$ cat config.mk
export PLATFORM = sky130hd
export DESIGN_NAME = sadc_port
export DESIGN_NICKNAME = d
export VERILOG_FILES = /design/src/verilog/sadc_sync.v /design/src/verilog/sadc_port.v
export VERILOG_INCLUDE_DIRS = /design/src /design/src/verilog
export SDC_FILE = /design/constraint.sdc
export NUM_CORES = 1
export LEC_CHECK = 0
export ABC_CLOCK_PERIOD_IN_PS = 7150
export BUFFER_PORTS_ARGS = -buffer_cell sky130_fd_sc_hd__buf_2
export CAP_MARGIN = 20
export CORE_UTILIZATION = 40
export DETAILED_ROUTE_END_ITERATION = 8
export PLACE_DENSITY = 0.56
export SLEW_MARGIN = 15
export SYNTH_ARGS = -nofsm -noshare
export SYNTH_HDL_FRONTEND = slang
export SYNTH_HIERARCHICAL = 1
export SYNTH_SLANG_ARGS = --single-unit
$ cat constraint.sdc
create_clock -name i_clk -period 7.15 [get_ports i_clk]
set_input_delay 0.715 -clock i_clk [delete_from_list [all_inputs] [get_ports i_clk]]
set_output_delay 0.715 -clock i_clk [all_outputs]
set_load 0.1 [all_outputs]
$ cat src/verilog/sadc_regs.vh
// Constants for the serial converter control and result port
`ifndef SADC_REGS_VH
`define SADC_REGS_VH

// ****************************************
// Clock and timing
// ****************************************
`define SADC_CLK_MHZ 100
// Conversion time in ns, plain default
`define SADC_CONV_NS 2000
`define SADC_CONV_CYC ((`SADC_CONV_NS * `SADC_CLK_MHZ + 999) / 1000)

// ****************************************
// Command byte fields
// ****************************************
`define SADC_CMD_ADDR_HI 7
`define SADC_CMD_ADDR_LO 4
`define SADC_CMD_LEN_HI 3
`define SADC_CMD_LEN_LO 2
`define SADC_CMD_LSBF 1
`define SADC_CMD_BIPOLAR 0

// ****************************************
// Lengths, counts and reset values
// ****************************************
`define SADC_CMD_BITS 4'h8
`define SADC_ADDR_BITS 4'h4
`define SADC_SAMPLE_EDGE 5'h04
`define SADC_LEN_8 2'h1
`define SADC_LEN_16 2'h3
`define SADC_CFG_RST 8'h00
`define SADC_RES_RST 12'h000

`endif

$ cat src/verilog/sadc_sync.v
// Three-stage pin synchroniser with agreement filter
`timescale 1ns/1ps

module sadc_sync (
    input wire i_clk,
    input wire i_rst,
    input wire i_pin,
    output reg o_level
);

    reg s1_reg; // Metastability catcher, read only by s2
    reg s2_reg; // Second stage
    reg s3_reg; // Third stage

    // ****************************************
    // Sync chain; change taken once s2 and s3 agree
    // ****************************************
    always @(posedge i_clk or posedge i_rst) begin
        if (i_rst) begin
            s1_reg <= 1'b1;
            s2_reg <= 1'b1;
            s3_reg <= 1'b1;
            o_level <= 1'b1;
        end else begin
            s1_reg <= i_pin;
            s2_reg <= s1_reg;
            s3_reg <= s2_reg;
            if (s2_reg == s3_reg) begin
                // Stable for two samples
                o_level <= s3_reg;
            end
        end
    end

endmodule // sadc_sync

$ cat src/verilog/sadc_port.v
// Serial control and result port of a 12-bit converter
`timescale 1ns/1ps
`include "sadc_regs.vh"

module sadc_port (
    input wire i_clk,
    input wire i_rst,
    input wire i_cs_n,
    input wire i_sclk,
    input wire i_din,
    input wire [11:0] i_adc_result,
    output reg o_dout,
    output reg o_dout_oe,
    output reg o_eoc,
    output reg [3:0] o_mux_addr,
    output reg o_addr_valid,
    output reg o_sample,
    output reg o_conv_start,
    output reg o_bipolar
);

    // ****************************************
    // Pin synchronisers
    // ****************************************
    wire cs_n_s; // Filtered select level
    wire sclk_s; // Filtered shift clock level
    wire din_s; // Filtered command data level

    sadc_sync u_cs (
        .i_clk(i_clk),
        .i_rst(i_rst),
        .i_pin(i_cs_n),
        .o_level(cs_n_s)
    );

    sadc_sync u_sclk (
        .i_clk(i_clk),
        .i_rst(i_rst),
        .i_pin(i_sclk),
        .o_level(sclk_s)
    );

    sadc_sync u_din (
        .i_clk(i_clk),
        .i_rst(i_rst),
        .i_pin(i_din),
        .o_level(din_s)
    );

    // ****************************************
    // State
    // ****************************************
    reg cs_d_reg; // Previous select level
    reg sclk_d_reg; // Previous shift clock level
    reg active_reg; // Port accepts shift clock and data
    reg [3:0] rise_cnt_reg; // Command rising edges this transfer, up to 8
    reg [4:0] fall_cnt_reg; // Falling edges this transfer
    reg [7:0] cmd_sh_reg; // Command shift register
    reg [7:0] cfg_reg; // Format of the result being sent
    reg [15:0] out_sh_reg; // Outgoing result bits, next at top
    reg [11:0] res_reg; // Last completed conversion
    reg busy_reg; // Conversion engine running
    reg [15:0] conv_cnt_reg; // Conversion time counter

    wire cs_fall = cs_d_reg & ~cs_n_s;
    wire cs_rise = ~cs_d_reg & cs_n_s;
    wire sclk_rise = active_reg & ~sclk_d_reg & sclk_s;
    wire sclk_fall = active_reg & sclk_d_reg & ~sclk_s;
    wire [4:0] fall_next = fall_cnt_reg + 5'h01;
    // Edges are gated by active_reg, so a shift clock
    // that the host toggles while deselected moves nothing.
    // The sync chain reset level of the shift clock is
    // high while the pin idles low; the gate also hides
    // the false edge that this gives just after reset.

    // Transfer length from the format in force
    reg [4:0] xfer_len;
    always @* begin
        case (cfg_reg[`SADC_CMD_LEN_HI:`SADC_CMD_LEN_LO])
            `SADC_LEN_8: xfer_len = 5'h08;
            `SADC_LEN_16: xfer_len = 5'h10;
            default: xfer_len = 5'h0c;
        endcase
    end

    // Result laid out for sending, in chosen bit order.
    // The order is that of the format in force, which is
    // the command of the previous transfer, not this one.
    reg [11:0] res_ord;
    integer k;
    always @* begin
        res_ord = res_reg;
        if (cfg_reg[`SADC_CMD_LSBF]) begin
            for (k = 0; k < 12; k = k + 1) begin
                res_ord[k] = res_reg[11 - k];
            end
        end
    end

    // ****************************************
    // Serial port sequencing
    // ****************************************
    always @(posedge i_clk or posedge i_rst) begin
        if (i_rst) begin
            cs_d_reg <= 1'b1;
            sclk_d_reg <= 1'b0;
            active_reg <= 1'b0;
            rise_cnt_reg <= 4'h0;
            fall_cnt_reg <= 5'h00;
            cmd_sh_reg <= `SADC_CFG_RST;
            cfg_reg <= `SADC_CFG_RST;
            out_sh_reg <= 16'h0000;
            o_dout <= 1'b0;
            o_dout_oe <= 1'b0;
            o_mux_addr <= 4'h0;
            o_addr_valid <= 1'b0;
            o_sample <= 1'b0;
            o_bipolar <= 1'b0;
        end else begin
            cs_d_reg <= cs_n_s;
            sclk_d_reg <= sclk_s;
            o_dout_oe <= ~cs_n_s;
            if (cs_fall) begin
                // Fresh transfer: clear counters, open the port
                active_reg <= 1'b1;
                rise_cnt_reg <= 4'h0;
                fall_cnt_reg <= 5'h00;
                o_addr_valid <= 1'b0;
                o_sample <= 1'b0;
                // First bit goes out at once
                o_dout <= res_ord[11];
                out_sh_reg <= {res_ord[10:0], 5'h00};
            end else if (cs_rise) begin
                // Ignore clock and data until next select
                active_reg <= 1'b0;
                o_sample <= 1'b0;
            end else begin
                if (sclk_rise && rise_cnt_reg < `SADC_CMD_BITS) begin
                    // Command bits arrive MSB first
                    cmd_sh_reg <= {cmd_sh_reg[6:0], din_s};
                    rise_cnt_reg <= rise_cnt_reg + 4'h1;
                    if (rise_cnt_reg == `SADC_ADDR_BITS - 4'h1) begin
                        o_mux_addr <= {cmd_sh_reg[2:0], din_s};
                        o_addr_valid <= 1'b1;
                    end
                end
                if (sclk_fall && fall_cnt_reg < xfer_len) begin
                    // Result bits, sample window and format move on shift clock falls
                    fall_cnt_reg <= fall_next;
                    o_dout <= out_sh_reg[15];
                    out_sh_reg <= {out_sh_reg[14:0], 1'b0};
                    if (fall_next == `SADC_SAMPLE_EDGE) begin
                        o_sample <= 1'b1;
                    end
                    if (fall_next == xfer_len) begin
                        // Host clocks exactly the length, so this ends it
                        o_sample <= 1'b0;
                        cfg_reg <= cmd_sh_reg;
                        o_bipolar <= ~cmd_sh_reg[`SADC_CMD_BIPOLAR];
                    end
                end
            end
        end
    end

    // Final fall of a transfer, seen in the same cycle.
    // Kept combinational so that the engine starts on the
    // very edge at which the port closes the sample window.
    // A select edge in that cycle wins and no start is made.
    wire last_fall = sclk_fall & ~cs_fall & ~cs_rise &
        (fall_cnt_reg < xfer_len) & (fall_next == xfer_len);

    // ****************************************
    // Conversion engine, free of host clocks
    // ****************************************
    // Fixed-time stand-in for the successive approximation;
    // the analog core result is taken when the time is up.
    // A new select fall does not abort a running conversion;
    // the host is expected to wait for the end flag, and a
    // transfer made early returns the older result.
    // The counter is wide enough for long conversion times
    // at the cost of a few idle flip-flops.
    always @(posedge i_clk or posedge i_rst) begin
        if (i_rst) begin
            busy_reg <= 1'b0;
            conv_cnt_reg <= 16'h0000;
            res_reg <= `SADC_RES_RST;
            o_eoc <= 1'b1;
            o_conv_start <= 1'b0;
        end else begin
            o_conv_start <= 1'b0;
            if (last_fall) begin
                busy_reg <= 1'b1;
                conv_cnt_reg <= 16'h0000;
                o_conv_start <= 1'b1;
                o_eoc <= 1'b0;
            end else if (busy_reg) begin
                if (conv_cnt_reg == `SADC_CONV_CYC - 1) begin
                    busy_reg <= 1'b0;
                    res_reg <= i_adc_result;
                    o_eoc <= 1'b1;
                end else begin
                    conv_cnt_reg <= conv_cnt_reg + 16'h0001;
                end
            end
        end
    end

endmodule // sadc_port

==> results.toml, run 1 <==
[critical_path]
path_class = "reg2reg"
path_buf_inv = 1
cp_cell_sequence = "ha_1, xnor2_1, nor2_1, o2111ai_1, a2111oi_4, buf_4, nor2_2, mux2_2"
path_max_fanout = 23
cpPeakStageDelay_ns = 0.65
cp_top_family = "simple AND/OR/NAND/NOR gates"
end_kind = "flip-flop"
slowest_stage = "nor2_2"
cp.required_ns = 7.39
cp-start-kind = "flip-flop"
arrival_ns = 3.27

[die]
die_h_um = 99.2
row_count = 35
core_area_um2 = 9200
dieArea_um2 = 9840
die_x_um = 99.2
io_pins = 28
initial_core_util_pct = 41.1

[cts]
h-tree-depth = 3
clk_root_buffer_cell = "clkbuf_8"
cts_resized = 0
numCtsBuffers = 9
cts_tree = "built"
insertion_delay_ns = 0.36
ctsHoldBuffers = 0
cts_setup_buffers = 0
clk_transition_reported_paths_ns = 0.07
cts_sinks = 82
clockBufferDepth = 2

[synth]
async_flop_share_pct = 100
syn_area_um2 = 3780
syn_avg_cell_area_um2 = 11.2
synth_area_leaders = "dfrtp_1 45%, dfstp_2 9.7%, mux2_2 4.8%, o21ai_0 4.2%, nand2_1 4.2%"
synth_seq_area_share_pct = 54.8
yosysTopAreaCell = "dfrtp_1"
yosys_warnings = 6
ys_ff_latch = 82
synth_edf_count = 0
syn_inst = 336
synth_top_area_share_pct = 45.0
synthTopCellsByCount = "68 x dfrtp_1, 42 x nand2_1, 32 x o21ai_0"
synth_ff_type = "dfrtp_1"
yosysMostFrequentCell = "dfrtp_1"
yosysUniqueCellTypes = 47
syn_nets = 362

[global_route]
grt_usage_pct = 15.5
grt_pass1_wl_mm = 11.9
overflow = 0
grt_max_degree = 71
antenna_found_initial = 0
grt_pass1_vias = 2520

[timing]
finClkSkew_ns = 0.0124
slew_violations = 0
clock.fmax_mhz = 330
fin_crit_sh_pct = 42.3
period_needed_ns = 3.03
tightest_slew_ns = 0.897
hold_viol = 0
setup_viol = 0
slew_headroom_pct = 40.2
hold_ws_ns = 0.359
fin_ws_ns = 4.12
fin_setup_tns_ns = 0
rsz0062_at_grt = "false"

[drt]
avgViaCountPerCell = 5.04
drt_iter0_drc = 91
routed_wl_mm = 6.70
wl_per_cell_um = 14.0
drcViolationCount = 0
ant_nets = 0
dr.pass1.iters = 4
via_count = 2419

[pwr]
powerDensity_nw_per_um2 = 245
power.total_mw = 1.03
ir_worst_vdd_mv = 0.136
p_leak_nw = 1.95

[finish]
fin_area_um2 = 4200
area_growth_pct = 11.2
drive_above_1_share_pct = 24.7
largest_register_ffs = 16
final_core_util_pct = 45.7
antenna_cells = 0
fin_nets = 390
finalNonFillerCells = 480

[place]
dp_hpwl_mm = 4.45
place_area_um2 = 4020
place_ws_ns = 4.13
place.gp.congestion = 0.812
port_buffers = 27
place_inst = 464

[min_path]
hp-class = "reg2reg"

[job]
maxCapViolCount = 0

[run_status]
status = "finished, final reports clean"
## logic make-up after synthesis
logic type	after synthesis	synth area share, %
buf+inv	24	2.68
mux	39	12.2
fa+ha+maj	12	3.87
flops	82	54.7
simple gates	109	13.8
xor+xnor	17	3.94
compound gates	53	8.74
## worst paths after layout
check	start	to	slack [ns]	depth (start not counted)
max reg2reg	fall_cnt_reg[0]	res_reg[10]	4.12	8
max	fall_cnt_reg[0]	res_reg[10]	4.12	8
min reg2reg	u_sclk/s1_reg	u_sclk/s2_reg	0.36	0
min in group asynchronous	i_rst	u_sclk/s3_reg	0.45	2
max in group asynchronous	i_rst	conv_cnt_reg[9]	5.91	3
min	u_sclk/s1_reg	u_sclk/s2_reg	0.36	0
## power breakdown
group	switching, mW	total, mW	internal [mW]
Clock	0.156	0.318	0.161
Combinational	0.105	0.154	0.0493
Sequential	0.0354	0.556	0.520
Total	0.297	1.03	0.731
## cell type report
class	instances	area (um2)
Timing Repair Buffer	31	165
Fill cell	858	4990
Clock buffer	13	139
Clock inverter	3	42.5
Tap cell	111	139
Multi-Input combinational cell	230	1610
Inverter	10	37.5
Sequential cell	82	2070
## cell usage in the layout (no fill, tap or decap), types with 2 or more instances in the layout
cell type	netlist	routed
mux2_4	10	10
and3_1	3	3
and4_1	5	5
xor2_1	9	9
nand3_1	6	6
maj3_2	3	3
dfrtp_1	68	68
nor2b_1	2	2
mux2i_1	13	13
mux2_2	16	16
inv_1	10	9
nand2b_1	3	3
ha_1	9	9
clkbuf_8	0	9
a21oi_1	6	6
buf_4	0	4
buf_2	3	27
nand4_1	4	4
xnor2_1	8	8
a22o_1	2	2
nand2_1	42	42
o21ai_0	32	32
nor3_1	7	7
nor4_1	3	3
nor2_1	27	27
dfstp_2	14	14
clkbuf_1	9	4
## routing by layer
| layer | track usage (%) | vias to the layer above | wire length [um] |
|---|---|---|---|
| li1 | - | 1221 | - |
| met1 | 20.5 | 1145 | 3390 |
| met2 | 23.8 | 41 | 2920 |
| met3 | 4.78 | 12 | 274 |
| met4 | 6.22 | 0 | 113 |
| met5 | 0 | - | 0 |
(Power assumes the default switching activity.)
==> run 2, diff against run 1 <==
--- a/config.mk
+++ b/config.mk
@@ -6,12 +6,12 @@
 export SDC_FILE = /design/constraint.sdc
 export NUM_CORES = 1
 export LEC_CHECK = 0
-export ABC_CLOCK_PERIOD_IN_PS = 7150
+export ABC_CLOCK_PERIOD_IN_PS = 2700
 export BUFFER_PORTS_ARGS = -buffer_cell sky130_fd_sc_hd__buf_2
 export CAP_MARGIN = 20
 export CORE_UTILIZATION = 40
 export DETAILED_ROUTE_END_ITERATION = 8
-export PLACE_DENSITY = 0.56
+export PLACE_DENSITY = 0.58
 export SLEW_MARGIN = 15
 export SYNTH_ARGS = -nofsm -noshare
 export SYNTH_HDL_FRONTEND = slang
==> constraint.sdc (replaced) <==
create_clock -name i_clk -period 2.7 [get_ports i_clk]
set_input_delay 0.27 -clock i_clk [delete_from_list [all_inputs] [get_ports i_clk]]
set_output_delay 0.27 -clock i_clk [all_outputs]
set_load 0.1 [all_outputs]
==> run 2 against run 1 <==
Effect of this change:
- sequential share of layout area fell by 2.4 points
- clock skew up 0.0042 ns
- wire length rose by 5.6%
- via count grew 5.6%
- count of clock-buffer cells in the layout fell by 2
- combinational power grew to 2.9 times the previous value
- critical path type unchanged
==> results.toml, run 2 (synthesized netlist as in run 1, its figures left out) <==
[cts]
cts_tree = "built"
numCtsBuffers = 9
h-tree-depth = 3
clockBufferDepth = 2
clk_root_buffer_cell = "clkbuf_8"
clk_transition_reported_paths_ns = 0.09
cts_sinks = 82
insertion_delay_ns = 0.37

[pwr]
powerDensity_nw_per_um2 = 666
p_leak_nw = 2.06
ir_worst_vdd_mv = 0.501
power.total_mw = 2.95

[drt]
via_count = 2555
ant_nets = 0
routed_wl_mm = 7.07
wl_per_cell_um = 14.3
drt_iter0_drc = 91
avgViaCountPerCell = 5.15
dr.pass1.iters = 4
drcViolationCount = 0

[finish]
largest_register_ffs = 16
n_fill_cell = 859
antenna_cells = 0
regArea_um2 = 2070
final_core_util_pct = 48.1
drive_above_1_share_pct = 28.6
fin_nets = 406
final_common_cell = "dfrtp_1"
fin_area_um2 = 4420
layout_common_cells = "68 x dfrtp_1, 42 x nand2_1, 32 x o21ai_0, 28 x buf_2, 27 x nor2_1"
multi_input_area_um2 = 1640
area_growth_pct = 16.9

[timing]
fin_ws_ns = 0.0836
tightest_slew_ns = 0.931
hold_ws_ns = 0.131
clock.fmax_mhz = 382
setup_viol = 0
fin_crit_sh_pct = 96.9
slew_violations = 0
period_needed_ns = 2.62
hold_viol = 0
finClkSkew_ns = 0.0165
slew_headroom_pct = 37.9

[global_route]
grt_pass1_vias = 2501
grt_pass1_wl_mm = 12.2
antenna_found_initial = 0
grt_usage_pct = 16.1
grt_max_degree = 45
overflow = 0

[critical_path]
arrival_ns = 2.88
r2r_cells = 8
cp.required_ns = 2.96
path_class = "reg2reg"
path_max_fanout = 11
crit_path_start = "fall_cnt_reg[1]"
end_kind = "flip-flop"
rrSetupSlack_ns = 0.08
reg2reg_to = "cfg_reg[2]"
cp-start-kind = "flip-flop"
r2r_start = "fall_cnt_reg[1]"

[run_status]
status = "finished, final reports clean"

[die]
die_x_um = 99.2
io_pins = 28
initial_core_util_pct = 41.1
row_count = 35
die_h_um = 99.2
core_area_um2 = 9200
dieArea_um2 = 9840

[min_path]
holdPathEnd = "res_reg[0]"
hp-class = "in2reg"
whs_path_depth = 2
hp-start = "i_adc_result[0]"

[place]
dp_hpwl_mm = 4.73
place_ws_ns = -0.0111
place.gp.congestion = 0.855
port_buffers = 27
place_area_um2 = 4100

[job]
maxCapViolCount = 0
run 2: cell types whose count changed in the layout (fill, tap and decap cells not counted), sizes merged:
| cell | previous run | this run |
|---|---|---|
| buf | 31 | 43 |
| dlygate4sd3 | 0 | 4 |
| clkbuf | 13 | 11 |
| inv | 10 | 11 |
| bufinv | 1 | 2 |
run 2: worst max-delay path by stage:
stage | to | slack (ns)
global placement | res_reg[11] | 0.07
detailed placement | cfg_reg[2] | -0.01
global route | cfg_reg[2] | -0.02
finish | cfg_reg[2] | 0.08
floorplan | res_reg[0] | 0.10
CTS | cfg_reg[2] | -0.02
run 2: metal layers:
layer / part of all wire (%) / GRT usage, % / vias to the layer above / routed length [um]
li1: - / - / 1253 / -
met1: 51 / 22.4 / 1256 / 3620
met2: 44 / 23.1 / 37 / 3080
met3: 3.5 / 4.78 / 9 / 248
met4: 1.7 / 7.35 / 0 / 119
met5: 0 / 0 / - / 0
run 2: layout make-up:
class                   instances  area share, %
flip-flops and latches         82           46.8
well taps                     111           3.14
repair buffers                 47           6.79
clock buffers                  11           3.42
clock inverters                 5           1.92
inverters                      10          0.849
multi-input cells             230           37.1
run 2: per-stage QoR:
| step | TNS (ns) | std cells |
|---|---|---|
| 2_1_floorplan | 0 | 336 |
| 3_3_place_gp | 0 | 474 |
| 3_5_place_dp | -0.0188 | 474 |
| 4_1_cts | -0.0801 | 494 |
| 5_1_grt | -0.0151 | 496 |
| 6_report | 0 | 496 |
run 2: power by group:
| part | internal, mW | switching (mW) | leakage [nW] | total, mW |
|---|---|---|---|---|
| combinational | 0.153 | 0.290 | 0.869 | 0.442 |
| clock | 0.576 | 0.459 | 0.116 | 1.03 |
| sequential | 1.38 | 0.0908 | 1.07 | 1.47 |
| total | 2.11 | 0.839 | 2.06 | 2.95 |
run 2: timing repair:
item,4_1_cts,5_1_grt
endpoints found under the hold margin,10,0
buffers inserted,0,1
hold buffers,4,0
pin swaps,0,2
gates cloned,0,1
gates resized for setup,0,7
setup endpoints to repair,5,23
run 2: worst max-delay path: stages, from the launching register on:
cell,delay (ns)
dfrtp_1,0.40
ha_4,0.19
nand3_1,0.09
xor2_1,0.19
or4b_4,0.59
a2111oi_4,0.35
buf_4,0.20
buf_8,0.15
mux2_2,0.34
